===== src/rfnd_pkg.sv =====
// shared constants for the rf feedback divider programming link
package rfnd_pkg;

  // serial word layout
  localparam int WORD_BITS = 24;
  localparam int CNT_BITS  = 5;
  localparam int ADDR_MSB  = 3;
  localparam int ADDR_LSB  = 0;
  localparam int N_SEL_BIT = 0;
  localparam logic [3:0] ADDR_R1 = 4'h3;
  localparam logic       N_SEL_VAL = 1'h0;

  // divide word register fields
  localparam int N_MSB   = 23;
  localparam int N_LSB   = 13;
  localparam int NUM_MSB = 12;
  localparam int NUM_LSB = 1;

  // reference / prescaler / denominator register fields
  localparam int PD_BIT   = 23;
  localparam int PSEL_BIT = 22;
  localparam int RDIV_MSB = 21;
  localparam int RDIV_LSB = 16;
  localparam int DEN_MSB  = 15;
  localparam int DEN_LSB  = 4;

  // split of the 11-bit divide word
  localparam int C_MSB = 10;
  localparam int C_LSB = 4;
  localparam int B_MSB = 3;
  localparam int B_LSB = 2;
  localparam int A_MSB = 1;
  localparam int A_LSB = 0;

  // prescaler base moduli
  localparam logic       PSEL_SMALL = 1'h0;
  localparam logic [4:0] BASE_SMALL = 5'h08;
  localparam logic [4:0] BASE_LARGE = 5'h10;

  // legal divide word ranges
  localparam logic [10:0] SM_MIN      = 11'h019;
  localparam logic [10:0] SM_ORD2_MAX = 11'h01A;
  localparam logic [10:0] SM_ORD3_MAX = 11'h01E;
  localparam logic [10:0] SM_MAX      = 11'h3FF;
  localparam logic [10:0] LG_MIN      = 11'h031;
  localparam logic [10:0] LG_ORD2_LO  = 11'h032;
  localparam logic [10:0] LG_ORD3_LO  = 11'h036;
  localparam logic [10:0] LG_ORD3_HI  = 11'h7F8;
  localparam logic [10:0] LG_ORD2_HI  = 11'h7FC;
  localparam logic [10:0] LG_MAX      = 11'h7FD;

  // modulator orders
  localparam logic [2:0] ORD_SECOND = 3'h2;
  localparam logic [2:0] ORD_THIRD  = 3'h3;
  localparam logic [2:0] ORD_RESET  = 3'h3;

  // controller register map (byte offsets)
  localparam logic [3:0] OFS_DIVIDE = 4'h0;
  localparam logic [3:0] OFS_CONFIG = 4'h4;
  localparam logic [3:0] OFS_ORDER  = 4'h8;
  localparam logic [3:0] OFS_STATUS = 4'hC;
  localparam int DV_N_MSB   = 10;
  localparam int DV_N_LSB   = 0;
  localparam int DV_NUM_MSB = 27;
  localparam int DV_NUM_LSB = 16;
  localparam int ORD_MSB    = 2;
  localparam int STS_BUSY   = 0;
  localparam int STS_REFUSE = 1;

  // serial timing
  localparam int SCK_HALF_DEF = 2;

endpackage


===== src/rfnd_link_if.sv =====
// three-wire programming link between controller and divider
`timescale 1ns/1ps
`default_nettype none
interface rfnd_link_if;
  logic ser_clk;
  logic ser_data;
  logic latch_strobe;

  modport host
  (
    output ser_clk,
    output ser_data,
    output latch_strobe
  );

  modport device
  (
    input ser_clk,
    input ser_data,
    input latch_strobe
  );
endinterface
`default_nettype wire


===== src/rfnd_host.sv =====
// controller end: register slave, range checks and serial word sender
`timescale 1ns/1ps
`default_nettype none
module rfnd_host
  import rfnd_pkg::*;
#(
  parameter int SCK_HALF = SCK_HALF_DEF
)
(
  // clock and reset
  input  wire logic        MCLK,
  input  wire logic        RST_N,
  // register bus
  input  wire logic [3:0]  AVS_ADDRESS,
  input  wire logic        AVS_READ,
  input  wire logic        AVS_WRITE,
  input  wire logic [31:0] AVS_WRITEDATA,
  output logic [31:0]      AVS_READDATA,
  output logic             AVS_WAITREQUEST,
  // programming link
  rfnd_link_if.host        link
);

  typedef enum logic [2:0]
  {
    ST_IDLE  = 3'h0,
    ST_LOW   = 3'h1,
    ST_HIGH  = 3'h2,
    ST_LATCH = 3'h3,
    ST_GAP   = 3'h4
  } rfnd_hstate_t;

  ////////////////////////////////////////////////////////////////////////////
  // legality of a divide word for prescaler and modulator order

  function automatic logic n_legal
  (
    input logic        psel,
    input logic [2:0]  ord,
    input logic [10:0] n
  );
    logic low_ord;
    low_ord = (ord == ORD_SECOND) || (ord == ORD_THIRD);
    if (psel == PSEL_SMALL)
    begin
      if ((n < SM_MIN) || (n > SM_MAX))
        n_legal = 1'h0;
      else if (n <= SM_ORD2_MAX)
        n_legal = (ord == ORD_SECOND);
      else if (n <= SM_ORD3_MAX)
        n_legal = low_ord;
      else
        n_legal = 1'h1;
    end
    else
    begin
      if ((n < LG_MIN) || (n > LG_MAX))
        n_legal = 1'h0;
      else if ((n <= LG_ORD2_LO) || (n >= LG_ORD2_HI))
        n_legal = (ord == ORD_SECOND);
      else if ((n <= LG_ORD3_LO) || (n >= LG_ORD3_HI))
        n_legal = low_ord;
      else
        n_legal = 1'h1;
    end
  endfunction

  ////////////////////////////////////////////////////////////////////////////
  // registers

  rfnd_hstate_t         state_reg;
  rfnd_hstate_t         state_next;
  logic [10:0]          n_reg;
  logic [11:0]          num_reg;
  logic [23:0]          cfg_reg;
  logic [2:0]           ord_reg;
  logic                 refuse_reg;
  logic                 rd_ack_reg;
  logic [31:0]          rdata_reg;
  logic [WORD_BITS-1:0] sh_reg;
  logic [CNT_BITS-1:0]  bit_reg;
  logic [7:0]           div_reg;
  logic                 sck_reg;
  logic                 le_reg;
  logic                 dat_reg;

  ////////////////////////////////////////////////////////////////////////////
  // bus decode

  logic        busy;
  logic        wr_div;
  logic        wr_cfg;
  logic        stall;
  logic        wr_ok;
  logic        div_ok;
  logic        launch;
  logic        tick;
  logic        last_bit;
  logic [31:0] rd_mux;
  logic [10:0] wr_n;

  assign busy   = (state_reg != ST_IDLE);
  assign wr_div = AVS_WRITE && (AVS_ADDRESS == OFS_DIVIDE);
  assign wr_cfg = AVS_WRITE && (AVS_ADDRESS == OFS_CONFIG);
  assign stall  = (wr_div || wr_cfg) && busy;
  assign wr_ok  = AVS_WRITE && !stall;
  assign wr_n   = AVS_WRITEDATA[DV_N_MSB:DV_N_LSB];
  assign div_ok = n_legal(cfg_reg[PSEL_BIT], ord_reg, wr_n);
  assign launch = wr_ok && (wr_cfg || (wr_div && div_ok));

  assign AVS_WAITREQUEST = stall || (AVS_READ && !rd_ack_reg);
  assign AVS_READDATA    = rdata_reg;

  assign rd_mux = (AVS_ADDRESS == OFS_DIVIDE) ? {4'h0, num_reg, 5'h00, n_reg} :
                  (AVS_ADDRESS == OFS_CONFIG) ? {8'h00, cfg_reg} :
                  (AVS_ADDRESS == OFS_ORDER)  ? {29'h00000000, ord_reg} :
                  (AVS_ADDRESS == OFS_STATUS) ? {30'h00000000, refuse_reg, busy} :
                  32'h00000000;

  ////////////////////////////////////////////////////////////////////////////
  // register slave

  always_ff @(posedge MCLK or negedge RST_N)
  begin
    if (!RST_N)
    begin
      n_reg      <= 11'h000;
      num_reg    <= 12'h000;
      cfg_reg    <= 24'h000000;
      ord_reg    <= ORD_RESET;
      refuse_reg <= 1'h0;
      rd_ack_reg <= 1'h0;
      rdata_reg  <= 32'h00000000;
    end
    else
    begin
      rd_ack_reg <= AVS_READ && !rd_ack_reg;
      if (AVS_READ && !rd_ack_reg)
        rdata_reg <= rd_mux;
      if (wr_ok && wr_div && div_ok)
      begin
        n_reg   <= wr_n;
        num_reg <= AVS_WRITEDATA[DV_NUM_MSB:DV_NUM_LSB];
      end
      if (wr_ok && wr_cfg)
        cfg_reg <= {AVS_WRITEDATA[PD_BIT:DEN_LSB], ADDR_R1};
      if (wr_ok && (AVS_ADDRESS == OFS_ORDER))
        ord_reg <= AVS_WRITEDATA[ORD_MSB:0];
      // refusal sets over a software clear
      if (wr_ok && wr_div && !div_ok)
        refuse_reg <= 1'h1;
      else if (wr_ok && (AVS_ADDRESS == OFS_STATUS) && AVS_WRITEDATA[STS_REFUSE])
        refuse_reg <= 1'h0;
    end
  end

  ////////////////////////////////////////////////////////////////////////////
  // serial sender

  assign tick     = (div_reg == 8'(SCK_HALF - 1));
  assign last_bit = (bit_reg == CNT_BITS'(WORD_BITS - 1));

  always_comb
  begin
    state_next = state_reg;
    case (state_reg)
      ST_IDLE:  if (launch) state_next = ST_LOW;
      ST_LOW:   if (tick) state_next = ST_HIGH;
      ST_HIGH:  if (tick) state_next = last_bit ? ST_LATCH : ST_LOW;
      ST_LATCH: if (tick) state_next = ST_GAP;
      ST_GAP:   if (tick) state_next = ST_IDLE;
      default:  state_next = ST_IDLE;
    endcase
  end

  always_ff @(posedge MCLK or negedge RST_N)
  begin
    if (!RST_N)
    begin
      state_reg <= ST_IDLE;
      sh_reg    <= 24'h000000;
      bit_reg   <= 5'h00;
      div_reg   <= 8'h00;
      sck_reg   <= 1'h0;
      le_reg    <= 1'h0;
      dat_reg   <= 1'h0;
    end
    else
    begin
      state_reg <= state_next;
      div_reg   <= (state_reg == ST_IDLE || tick) ? 8'h00 : div_reg + 8'h01;
      if (launch)
      begin
        sh_reg  <= wr_div ? {wr_n, AVS_WRITEDATA[DV_NUM_MSB:DV_NUM_LSB], N_SEL_VAL} :
                            {AVS_WRITEDATA[PD_BIT:DEN_LSB], ADDR_R1};
        bit_reg <= 5'h00;
      end
      else if ((state_reg == ST_HIGH) && tick)
      begin
        sh_reg  <= {sh_reg[WORD_BITS-2:0], 1'h0};
        bit_reg <= bit_reg + 5'h01;
      end
      sck_reg <= (state_next == ST_HIGH);
      le_reg  <= (state_next == ST_LATCH);
      dat_reg <= launch ? (wr_div ? wr_n[DV_N_MSB] : AVS_WRITEDATA[PD_BIT]) :
                 ((state_reg == ST_HIGH) && tick) ? sh_reg[WORD_BITS-2] : dat_reg;
    end
  end

  assign link.ser_clk      = sck_reg;
  assign link.latch_strobe = le_reg;
  assign link.ser_data     = dat_reg;

endmodule
`default_nettype wire


===== src/flat_wrapper.sv =====
// flat-port wrapper written by rule: the top's interface ports become plain ports
module rfnd_host_flat import rfnd_pkg::*;
#(
  parameter int SCK_HALF = SCK_HALF_DEF
)
  (MCLK, RST_N, AVS_ADDRESS, AVS_READ, AVS_WRITE, AVS_WRITEDATA, AVS_READDATA, AVS_WAITREQUEST, link_ser_clk, link_ser_data, link_latch_strobe);
  rfnd_link_if link_i ();
  input  wire logic MCLK;
  input  wire logic RST_N;
  input  wire logic [3:0] AVS_ADDRESS;
  input  wire logic AVS_READ;
  input  wire logic AVS_WRITE;
  input  wire logic [31:0] AVS_WRITEDATA;
  output logic [31:0] AVS_READDATA;
  output logic AVS_WAITREQUEST;
  output wire logic [$bits(link_i.ser_clk)-1:0] link_ser_clk;
  output wire logic [$bits(link_i.ser_data)-1:0] link_ser_data;
  output wire logic [$bits(link_i.latch_strobe)-1:0] link_latch_strobe;
  assign link_ser_clk = link_i.ser_clk;
  assign link_ser_data = link_i.ser_data;
  assign link_latch_strobe = link_i.latch_strobe;
  rfnd_host #(.SCK_HALF(SCK_HALF)) u_core (.MCLK(MCLK), .RST_N(RST_N), .AVS_ADDRESS(AVS_ADDRESS), .AVS_READ(AVS_READ), .AVS_WRITE(AVS_WRITE), .AVS_WRITEDATA(AVS_WRITEDATA), .AVS_READDATA(AVS_READDATA), .AVS_WAITREQUEST(AVS_WAITREQUEST), .link(link_i));
endmodule

===== config.mk =====
export PLATFORM = sky130hd
export DESIGN_NAME = rfnd_host_flat
export DESIGN_NICKNAME = d
export VERILOG_FILES = /design/src/rfnd_pkg.sv /design/src/rfnd_link_if.sv /design/src/rfnd_host.sv /design/src/flat_wrapper.sv
export SDC_FILE = /design/constraint.sdc
export NUM_CORES = 1
export LEC_CHECK = 0
export ABC_AREA = 1
export BUFFER_PORTS_ARGS = -buffer_cell sky130_fd_sc_hd__buf_2
export CELL_PAD_IN_SITES_DETAIL_PLACEMENT = 0
export CELL_PAD_IN_SITES_GLOBAL_PLACEMENT = 1
export CORE_ASPECT_RATIO = 0.8
export CORE_MARGIN = 2
export CORE_UTILIZATION = 35
export DETAILED_ROUTE_END_ITERATION = 10
export PLACE_DENSITY = 0.63
export SLEW_MARGIN = 15
export SYNTH_ARGS = -nofsm -noshare
export SYNTH_HDL_FRONTEND = slang
export SYNTH_SLANG_ARGS = --single-unit

===== constraint.sdc =====
create_clock -name MCLK -period 2.2 [get_ports MCLK]
set_input_delay 0.11 -clock MCLK [delete_from_list [all_inputs] [get_ports MCLK]]
set_output_delay 0.11 -clock MCLK [all_outputs]
set_load 0.03 [all_outputs]

=== Yosys cells after proc, flatten, opt, wreduce, memory -nomap -nowiden ===
Index checks and enable logic that the tools add are counted.

* Add/sub/neg operators: 2
* Multiply operators: 0
* Divide/modulo/power cells: 0
* Order comparisons: 10
* Equal/unequal tests: 13
* Shifts and indexed selects: 0
* Mux-type cells: 29
* Bitwise gates (word level): 0
* Reductions and logical operators: 32

{| class="wikitable"
|+ Operators by type and width
! kind !! count
|-
| $mux W32 || 3
|-
| $mux W23 || 3
|-
| $ge A11 B11 Y1 const B || 2
|-
| $le A11 B5 Y1 const B || 2
|-
| $le A11 B6 Y1 const B || 2
|-
| $eq A3 B2 Y1 const B || 6
|-
| $logic_and A1 B1 Y1 || 15
|-
| $mux W3 || 5
|-
| $pmux W3 S5 || 1
|-
| $mux W1 || 12
|-
| $gt A11 B10 Y1 const B || 1
|-
| $gt A11 B11 Y1 const B || 1
|-
| $lt A11 B5 Y1 const B || 1
|-
| $lt A11 B6 Y1 const B || 1
|-
| $mux W5 || 2
|-
| $logic_or A1 B1 Y1 || 9
|-
| $add A8 B1 Y8 const B || 1
|-
| $eq A4 B4 Y1 const B || 2
|-
| $eq A8 B1 Y1 const B || 1
|-
| $mux W8 || 1
|-
| $add A5 B1 Y5 const B || 1
|-
| $eq A5 B5 Y1 const B || 1
|-
| $eq A4 B3 Y1 const B || 1
|-
| $logic_not A4 Y1 || 1
|-
| other kinds (7) || 11
|}

* Register bits: 124
* Bits in latches: 0
* Memory bits (writable): 0
* ROM bits: 0
* Memories kept: 0

=== Logic depth before layout (Yosys ltp) ===
Gate-level depths: netlist of the first run.

* Depth in word-level cells: 12
* Gate-level depth with buffers: 15
* Gate-level depth less buffers: 15

=== Worst setup path after synthesis of the first run ===
No wires, ideal clock.

* Kind: flip-flop to flip-flop
* Start: register u_core.div_reg[1]
* End: register u_core.sh_reg[21]
* Setup time: 0.115 ns
* Arrival: 1.567 ns
* Data required time: 2.085 ns
* Slack: 0.518 ns
* Cell stages (with the launch flop): 11
* Period minus slack after synthesis: 1.682 ns
* Cell sequence: dfrtp_1 inv_1 ha_1 nand2_1 nor2_1 inv_2 nor2_1 clkbuf_1 o21ai_0 o21ai_2 inv_2

* Longest elaborated chain between the ends: 3

{| class="wikitable"
|+ Ends and longest elaborated chain
! item !! line !! source
|-
| start, declared || rfnd_host.sv:82 || <nowiki>logic [7:0] div_reg;</nowiki>
|-
| start signal, assigned || rfnd_host.sv:191 || <nowiki>div_reg <= (state_reg == ST_IDLE || tick) ? 8'h00 : div_reg + 8'h01;</nowiki>
|-
| $eq A8 B1 Y1 || rfnd_host.sv:160 || <nowiki>assign tick = (div_reg == 8'(SCK_HALF - 1));</nowiki>
|-
| $logic_and A1 B1 Y1 || rfnd_host.sv:198 || <nowiki>else if ((state_reg == ST_HIGH) && tick)</nowiki>
|-
| $reduce_bool A2 Y1 (no source line) || - ||
|-
| end signal, assigned || rfnd_host.sv:194 || <nowiki>sh_reg <= wr_div ? {wr_n, AVS_WRITEDATA[DV_NUM_MSB:DV_NUM_LSB], N_SEL_VAL} :</nowiki>
|-
| end signal, assigned || rfnd_host.sv:200 || <nowiki>sh_reg <= {sh_reg[WORD_BITS-2:0], 1'h0};</nowiki>
|-
| end, declared || rfnd_host.sv:80 || <nowiki>logic [WORD_BITS-1:0] sh_reg;</nowiki>
|}

Every way passes these cells.
A chain may end at the register's enable or synchronous reset.

=== Worst setup path after layout of the first run ===
* Start: register u_core.ord_reg[1]
* End: register u_core.sh_reg[12]

* Longest elaborated chain between the ends: 10
* Elaborated cells between the ends (all ways): 15
* Classes of those cells: 2 x eq/ne; 8 x mux; 5 x reduce/logical

{| class="wikitable"
|+ Ends and longest elaborated chain
! item !! line !! source
|-
| start, declared || rfnd_host.sv:76 || <nowiki>logic [2:0] ord_reg;</nowiki>
|-
| start signal, assigned || rfnd_host.sv:148 || <nowiki>ord_reg <= AVS_WRITEDATA[ORD_MSB:0];</nowiki>
|-
| $eq A3 B2 Y1, on equally long branches || rfnd_host.sv:43, rfnd_host.sv:49, rfnd_host.sv:60 ||
|-
| $logic_or A1 B1 Y1 || rfnd_host.sv:43 || <nowiki>low_ord = (ord == ORD_SECOND) || (ord == ORD_THIRD);</nowiki>
|-
| $mux W1, on equally long branches || rfnd_host.sv:50, rfnd_host.sv:61 ||
|-
| $mux W1, on equally long branches || rfnd_host.sv:48, rfnd_host.sv:59 ||
|-
| $mux W1, on equally long branches || rfnd_host.sv:46, rfnd_host.sv:57 ||
|-
| $mux W1 (*) || rfnd_host.sv:44 || <nowiki>if (psel == PSEL_SMALL)</nowiki>
|-
| $logic_and A1 B1 Y1 (*) || rfnd_host.sv:109 || <nowiki>assign launch = wr_ok && (wr_cfg || (wr_div && div_ok));</nowiki>
|-
| $logic_or A1 B1 Y1 (*) || rfnd_host.sv:109 ||
|-
| $logic_and A1 B1 Y1 (*) || rfnd_host.sv:109 ||
|-
| $mux W23 or $reduce_bool A2 Y1 (tied branches) || - ||
|}

Every way passes the cells marked *; elsewhere a longest branch is shown, timed or not.

==> flow_metrics.tcl, run 1 <==
set metrics [dict create \
    crit_family "simple AND/OR/NAND/NOR gates" \
    final.fill_count 1643 \
    p_leak_nw 3.624 \
    crit_path_start_kind "register" \
    fmax_ghz 0.5075 \
    syn_to_final_growth_pct 22.97 \
    maxCapViolations 0 \
    initial_core_util_pct 36.23 \
    vias_per_cell 4.676 \
    ys_types 44 \
    relSlewSlack_pct 65.68 \
    clkSlewWorstSetupHoldPaths_ns 0.05 \
    antenna_left 0 \
    vias 4802 \
    synth-simple-area-share_pct 25.02 \
    wl_per_cell_um 14.56 \
    grt_pass1_vias 4753 \
    synth_seq_area_share_pct 51.56 \
    max_slew.worst_pin.slew_ns 0.5108 \
    die_x_um 147.7 \
    cp_slowest_cell "dfstp_2" \
    drive_gt1_share_pct 19.70 \
    wl_mm 14.96 \
    powerDensity_nw_per_um2 1049 \
    clock_skew_ns 0.007349 \
    gp_congestion 0.7928 \
    synthMuxAreaShare_pct 1.169 \
    syn-cell-area_um2 5781 \
    status "finished, final reports clean" \
    multi_input_area_um2 2280 \
    numCtsBuffers 17 \
    crit_type "reg -> reg" \
    synthXorXnorAreaFrac_pct 0.3030 \
    drc 0 \
    largest_reg_flops 28 \
    grt_pass1_wl_mm 25.16 \
    crit_top_cell "nand2_1" \
    grt_overflow_total 0 \
    cts_tree "done" \
    r2r-end "u_core.sh_reg[12]" \
    sw_frac_of_total_pct 29.95 \
    grt_setup_unrepaired "no" \
    synth_fa_ha_area_share_pct 0.6494 \
    async_flop_share_pct 100.0 \
    synth_edf_count 0 \
    cts_max_level 4 \
    dp_hpwl_mm 10.55 \
    pwr-share-comb_pct 20.1 \
    num-nets-final 843 \
    cp.depth 12 \
    internal_power_w 0.005221 \
    fin_hold_ws_ns 0.02958 \
    r2r_start "u_core.ord_reg[1]" \
    p_sw_w 0.002232 \
    worst_ep_arrival_time_ns 2.26 \
    synth_top_family_by_area "simple AND/OR/NAND/NOR gates" \
    final.setup.worst_slack_ns 0.2296 \
    place_ws_ns 0.2216 \
    synth-compound-area-share_pct 11.90 \
    port-buffer-count 67 \
    ys_warn_count 0 \
    yosys_most_used_dff "dfrtp_1" \
    post-route-period-util_pct 89.56 \
    critPathBufInv 1 \
    crit_start "u_core.ord_reg[1]" \
    r2r_slack_ns 0.23 \
    grtUsageTotal_pct 18.21 \
    ir_drop_mv 0.5569 \
    p_clk_share_pct 39.5 \
    drv_slew 0 \
    clock_latency_ns 0.41 \
    io_pins 76 \
    finalSetupViolCount 0 \
    clockRootBuffer "clkbuf_16" \
    cts.path.max_buffers 2 \
    path_max_fanout 16 \
    synthCells 717 \
    end_kind "register" \
    hp-class "in -> reg" \
    endpoint "u_core.sh_reg[12]" \
    ys_seq_elements 119 \
    hold_viol 0 \
    cts.sinks 119 \
    p_seq_share_pct 40.4 \
    avgSynthCellArea_um2 8.062 \
    yosys.area.top_type "dfrtp_1" \
    drt_iter0_drc 258 \
    rows 41 \
    first_pass_iters 4 \
    finalCriticalPeriod_ns 1.970 \
    slowest_delay_ns 0.54 \
    worstPathRequired_ns 2.49 \
    synth_area_leaders "dfrtp_1 (51%), nand2_1 (14%), o21ai_0 (6.7%)" \
    netlist.area_leader.share_pct 50.65 \
    cts_hold_buf 11 \
    antenna_found_initial 0 \
    antennaDiodeCount 0 \
    fin_setup_tns_ns 0 \
    dieArea_um2 17570 \
    grt_max_degree 56 \
    post_cts_buffers 0 \
    final-seq-area_um2 2980 \
    fp.coreArea_um2 15950 \
    fp.dieH_um 118.9 \
    cts_resized 0 \
    critical_path.cell_chain "nand2_1, nor2_1, a21oi_1, nand2_1, o211ai_2, nand2_4, nand2_8, nand2_4, buf_4, nand2_1, o21ai_1, nand2_1" \
    reg2regPathDepth 12 \
]
[worst min path at each step]
| stage | from | end | slack, ns | cells past startpoint |
|---|---|---|---|---|
| global route | AVS_WRITEDATA[17] | u_core.cfg_reg[17] | 0.02 | 3 |
| CTS | AVS_WRITEDATA[1] | u_core.ord_reg[1] | 0.007 | 3 |
| floorplan | RST_N | u_core.AVS_READDATA[0] | -0.19 | 0 |
| global placement | RST_N | u_core.div_reg[3] | 0.11 | 1 |
| detailed placement | RST_N | u_core.div_reg[3] | 0.11 | 1 |
| finish | AVS_WRITEDATA[17] | u_core.cfg_reg[17] | 0.03 | 3 |
[layout by cell type, fill, tap and decap left out, drive strengths merged, types with 3 or more instances in the layout]
cell type	synthesis	layout
nor3	6	6
clkbuf	18	19
nand2	220	220
a31oi	17	17
conb	1	4
mux2	6	6
nor2	64	64
dlygate4sd3	0	11
inv	93	93
ha	3	3
clkinv	0	6
a21oi	8	8
nand3	30	30
nand4	6	6
o21ai	92	92
nor3b	4	4
bufinv	0	4
dfrtp	117	117
buf	16	84
[area by class of cell]
type	instances	share of cell area, %
flip-flops and latches	119	41.93
multi-input cells	474	32.07
repair buffers	95	8.449
clock buffers	19	6.372
inverters	93	4.911
well taps	215	3.785
clock inverters	12	2.482
[cell usage after synthesis, drive strengths merged, types with 3 or more instances]
cell type and count:
o21ai 92, nor2 64, nand3 30, nor3 6
ha 3, buf 16, inv 93, a31oi 17
mux2 6, nand2 220, nand4 6, a21oi 8
nor3b 4, clkbuf 18, dfrtp 117
[routing by layer]
layer	vias to the layer above	GRT usage (%)	part of all wire (%)
li1	2439	-	-
met1	2265	25.58	50
met2	89	28.31	45
met3	9	4.215	4.0
met4	0	4.868	0.90
met5	-	0	0
[kinds of logic (layout without fill, tap and decap cells)]
kind of cell,after synthesis,count (layout)
XOR/XNOR,2,2
flip-flops,119,119
other,1,4
AO/OA/AOI/OAI,124,124
AND/OR/NAND/NOR,335,335
adder cells (fa/ha/maj),3,3
buffers and inverters,127,219
multiplexers,6,6
[power groups by stage]
stage	registers (W)	logic (W)	clock network [W]
finish	0.00301	0.00150	0.00294
global route	0.00307	0.00173	0.00312
CTS	0.00301	0.00153	0.00302
detailed placement	0.00304	0.00150	0
global placement	0.00303	0.00146	0
floorplan	0.00311	0.000939	0
[worst register-to-register path: cells and delay by family, from the launching register on]
family	cells	cell delay [ns]
flip-flops	1	0.54
buffers and inverters	1	0.22
AO/OA/AOI/OAI	3	0.26
AND/OR/NAND/NOR	8	0.84
[stage by stage]
stage	area (um2)	std cells	total power, W	utilization (%)
floorplan	5792	720	0.004048	-
global placement	6369	985	0.004493	39.92
global route	7108	1027	0.007924	44.55
CTS	7108	1027	0.007556	44.55
finish	7108	1027	0.007453	44.55
detailed placement	6369	985	0.004544	39.92
(Power assumes the default switching activity.)
==> run 2, diff against run 1 <==
GPL_TIMING_DRIVEN = 0   (was not set)
==> run 2 against run 1 <==
Effect of this change: final cell count rose by 1.6%; clock-buffer cell count rose by 1; routed wire length rose by 12%; critical endpoint is now u_core.cfg_reg[14]; first-iteration DRC count rose by 52%; cell area barely moved; largest power group unchanged; critical path depth fell by 4.
==> flow_metrics.tcl, run 2 (synthesized netlist as in run 1, its figures left out) <==
set metrics [dict create \
    vias 4974 \
    relSlewSlack_pct 56.96 \
    dp_hpwl_mm 12.20 \
    grt_max_degree 83 \
    drv_slew 0 \
    port-buffer-count 67 \
    hp-class "in -> reg" \
    cts_tree "done" \
    worst_ep_arrival_time_ns 2.29 \
    max_slew.worst_pin.slew_ns 0.6456 \
    cts.sinks 119 \
    min_from "AVS_WRITEDATA[26]" \
    reg2regPathDepth 8 \
    pwr-share-comb_pct 20.6 \
    syn_to_final_growth_pct 22.94 \
    multi_input_area_um2 2282 \
    dieArea_um2 17570 \
    clock_latency_ns 0.42 \
    clock_skew_ns 0.008440 \
    antenna_left 0 \
    r2r-end "u_core.cfg_reg[14]" \
    grt_pass1_vias 4820 \
    numCtsBuffers 17 \
    worstPathRequired_ns 2.50 \
    post-route-period-util_pct 90.40 \
    fp.coreArea_um2 15950 \
    p_sw_w 0.002288 \
    mostFrequentLayoutCell "nand2_1" \
    grt_overflow_total 0 \
    wl_mm 16.78 \
    rows 41 \
    antennaDiodeCount 0 \
    finalCriticalPeriod_ns 1.989 \
    fin_setup_tns_ns 0 \
    endpoint "u_core.cfg_reg[14]" \
    r2r_start "u_core.state_reg[2]" \
    fp.dieH_um 118.9 \
    gp_congestion 0.8788 \
    powerDensity_nw_per_um2 1023 \
    fmax_ghz 0.5028 \
    p_seq_share_pct 41.5 \
    drc 0 \
    sw_frac_of_total_pct 31.48 \
    grt_pass1_wl_mm 26.97 \
    drive_gt1_share_pct 19.69 \
    clkSlewWorstSetupHoldPaths_ns 0.06 \
    final_cell_mix "nand2_1 (212), dfrtp_1 (117), inv_1 (84)" \
    path_max_fanout 10 \
    status "finished, final reports clean" \
    crit_type "reg -> reg" \
    crit_path_start_kind "register" \
    place_area_um2 6430 \
    final_area_um2 7107 \
    hold_viol 0 \
    p_clk_share_pct 37.9 \
    num-nets-final 858 \
    maxCapViolations 0 \
    cts.path.max_buffers 2 \
    io_pins 76 \
    end_kind "register" \
    wl_per_cell_um 16.08 \
    vias_per_cell 4.769 \
    grtUsageTotal_pct 20.18 \
    grt_setup_unrepaired "no" \
    antenna_found_initial 0 \
    die_x_um 147.7 \
    fin_hold_ws_ns 0.007254 \
    post_cts_buffers 0 \
    finalSetupViolCount 0 \
    largest_reg_flops 28 \
    final.fill_count 1658 \
    first_pass_iters 5 \
    crit_start "u_core.state_reg[2]" \
    ir_drop_mv 0.5566 \
    r2r_slack_ns 0.21 \
    final-seq-area_um2 2980 \
    cts_max_level 4 \
    internal_power_w 0.004980 \
    drt_iter0_drc 391 \
    p_leak_nw 3.615 \
    initial_core_util_pct 36.23 \
    clockRootBuffer "clkbuf_16" \
]
## run 2: worst max-delay path: stages, from the launching register on
cell,delay [ns]
dfrtp_1,0.39
inv_1,0.08
nand2_1,0.14
nand3_1,0.12
nand2_1,0.15
inv_1,0.09
nand2_2,0.25
buf_4,0.28
mux2_2,0.36
## run 2: metal layers
metal / up-vias / GRT usage, % / share of wire (%) / wire length, um
li1: 2458 / - / - / -
met1: 2364 / 30.39 / 51 / 8600
met2: 137 / 28.90 / 42 / 7031
met3: 15 / 4.751 / 5.3 / 891
met4: 0 / 5.349 / 1.5 / 252
met5: - / 0 / 0 / 0
## run 2: worst min-delay path by stage
stage / to / slack, ns / depth (start not counted)
final: u_core.num_reg[10] / 0.007 / 3
after global routing: u_core.num_reg[9] / 0.02 / 3
after CTS: u_core.num_reg[10] / 0.008 / 3
after detailed placement: u_core.div_reg[2] / 0.05 / 1
after global placement: u_core.cfg_reg[12] / 0.39 / 2
after floorplan: u_core.AVS_READDATA[0] / -0.19 / 0
## run 2: what timing repair did
item / CTS / global route
hold buffers: 8 / 0
gates resized for setup: 2 / 6
hold endpoints to repair: 46 / 0
endpoints found under the setup margin: 2 / 8
cloned: 0 / 0
## run 2: power groups by stage
stage                     clock network, W  logic [W]  registers, W
after global routing               0.00292    0.00172       0.00308
after CTS                          0.00280    0.00151       0.00301
after global placement                   0    0.00145       0.00303
after detailed placement                 0    0.00149       0.00305
final                              0.00276    0.00150       0.00302
after floorplan                          0   0.000939       0.00311
## run 2: area by class of cell
cell class / count / area share (%)
sequential: 119 / 41.94
buffer: 34 / 2.729
multi-input combinational: 474 / 32.11
tap: 215 / 3.785
clock inverter: 12 / 1.778
clock buffer: 20 / 6.426
inverter: 93 / 4.912
timing repair buffer: 76 / 6.320
## run 2: per-stage QoR
| stage | std cells | setup WS, ns | util (%) | total power (W) |
|---|---|---|---|---|
| floorplan | 720 | 0.5184 | - | 0.004048 |
| global placement | 1002 | -0.5855 | 40.09 | 0.004482 |
| detailed placement | 1003 | 0.01340 | 40.30 | 0.004532 |
| CTS | 1043 | 0.1156 | 44.48 | 0.007327 |
| global route | 1043 | 0.0004796 | 44.55 | 0.007725 |
| finish | 1043 | 0.2112 | 44.55 | 0.007269 |
==> run 3, diff against run 2 <==
HOLD_SLACK_MARGIN = 0.02   (was not set)
==> run 3 against run 2 <==
Effect of this change: clock power is essentially flat; flip-flop and latch count is the same; routed wire length is 0.15% higher; global-route usage barely moved; final cell count up 0.48%; largest power group unchanged; first-iteration DRC count is 1.8% higher; sequential power barely moved; critical path type unchanged; combinational power about the same; maximum frequency increased by 0.11%.
==> flow_metrics.tcl, run 3 (synthesized netlist as in run 1, its figures left out) <==
set metrics [dict create \
    wl_per_cell_um 16.03 \
    grt_pass1_wl_mm 27.00 \
    wl_mm 16.80 \
    rows 41 \
    fin_cells 1048 \
    final.setup.worst_slack_ns 0.2134 \
    dp_cells 1003 \
    worstPathRequired_ns 2.50 \
    fp.coreArea_um2 15950 \
    hold_viol 0 \
    fmax_ghz 0.5034 \
    maxCapViolations 0 \
    worst_ep_arrival_time_ns 2.29 \
    num-nets-final 863 \
    powerDensity_nw_per_um2 1016 \
    fin_setup_tns_ns 0 \
    final_area_um2 7157 \
    io_pins 76 \
    final_cell_mix "nand2_1 (212), dfrtp_1 (117), inv_1 (84)" \
    dp_hpwl_mm 12.20 \
    multi_input_area_um2 2282 \
    place_ws_ns 0.01340 \
    post-route-period-util_pct 90.30 \
    cts_max_level 4 \
    vias_per_cell 4.763 \
    antenna_left 0 \
    syn_to_final_growth_pct 23.81 \
    finalCriticalPeriod_ns 1.987 \
    hp-class "in -> reg" \
    ir_drop_mv 0.5561 \
    max_slew.worst_pin.slew_ns 0.6470 \
    port-buffer-count 67 \
    clkSlewWorstSetupHoldPaths_ns 0.06 \
    cts.path.max_buffers 2 \
    antennaDiodeCount 0 \
    finalSetupViolCount 0 \
    dieArea_um2 17570 \
    die_x_um 147.7 \
    grtUsageTotal_pct 20.20 \
    p_leak_nw 3.636 \
    grt_max_degree 83 \
    place_area_um2 6430 \
    mostFrequentLayoutCell "nand2_1" \
    numCtsBuffers 17 \
    path_max_fanout 10 \
    final-seq-area_um2 2980 \
    crit_type "reg -> reg" \
    initial_core_util_pct 36.23 \
    status "finished, final reports clean" \
    grt_setup_unrepaired "no" \
    grt_pass1_vias 4826 \
    r2r_slack_ns 0.21 \
    antenna_found_initial 0 \
    cts_tree "done" \
    final.fill_count 1650 \
    drv_slew 0 \
    clock_skew_ns 0.008070 \
    grt_overflow_total 0 \
    vias 4992 \
    r2r_start "u_core.state_reg[2]" \
    post_cts_buffers 0 \
    drive_gt1_share_pct 19.57 \
    largest_reg_flops 28 \
    crit_path_start_kind "register" \
    clockRootBuffer "clkbuf_16" \
    gp_congestion 0.8788 \
    clock_latency_ns 0.42 \
    cts.sinks 119 \
    min_from "AVS_WRITEDATA[20]" \
    relSlewSlack_pct 56.87 \
    drt_iter0_drc 398 \
    crit_start "u_core.state_reg[2]" \
    fp.dieH_um 118.9 \
    first_pass_iters 5 \
    drc 0 \
    end_kind "register" \
]
[run 3: critical path: stages (launching register included)]
cell,delay [ns]
dfrtp_1,0.39
inv_1,0.08
nand2_1,0.14
nand3_1,0.12
nand2_1,0.15
inv_1,0.09
nand2_2,0.25
buf_4,0.28
mux2_2,0.36
[run 3: what timing repair did]
item	4_1_cts	5_1_grt
hold buffers	13	0
pin swaps	0	0
hold endpoints to repair	53	0
cloned	0	0
endpoints found under the setup margin	2	8
resized for setup	2	6
[run 3: routing by layer]
layer / routed length (um) / part of all wire [%] / up-vias / global-route usage [%]
met2: 7117 / 42 / 141 / 28.95
met4: 243 / 1.4 / 0 / 5.349
met1: 8571 / 51 / 2373 / 30.41
met3: 870 / 5.2 / 14 / 4.751
li1: - / - / 2464 / -
met5: 0 / 0 / - / 0
[run 3: layout make-up]
| class | count | area share (%) |
|---|---|---|
| Tap cell | 215 | 3.759 |
| Clock buffer | 20 | 6.381 |
| Timing Repair Buffer | 81 | 6.976 |
| Multi-Input combinational cell | 474 | 31.89 |
| Clock inverter | 12 | 1.766 |
| Inverter | 93 | 4.878 |
| Sequential cell | 119 | 41.64 |
| Buffer | 34 | 2.710 |
[run 3: worst paths after layout]
kind                                      end  cells past startpoint
setup / recovery           u_core.cfg_reg[14]                      8
hold / removal             u_core.cfg_reg[20]                      3
setup reg to reg           u_core.cfg_reg[14]                      8
hold reg to reg             u_core.cfg_reg[1]                      2
max in group asynchronous   u_core.cfg_reg[4]                      3
min in group asynchronous   u_core.div_reg[2]                      2
[run 3: where the power goes]
group	leakage (nW)	switching, W	internal, W
clock	0.286	0.00103	0.00172
sequential	1.52	0.000290	0.00273
combinational	1.83	0.000963	0.000541
[run 3: stage by stage]
step	hold slack [ns]	utilization (%)	total power, W
floorplan	-0.1856	-	0.004048
global placement	0.3916	40.09	0.004482
detailed placement	0.04787	40.30	0.004532
CTS	0.02283	44.80	0.007334
global route	0.05419	44.86	0.007732
finish	0.03333	44.86	0.007270
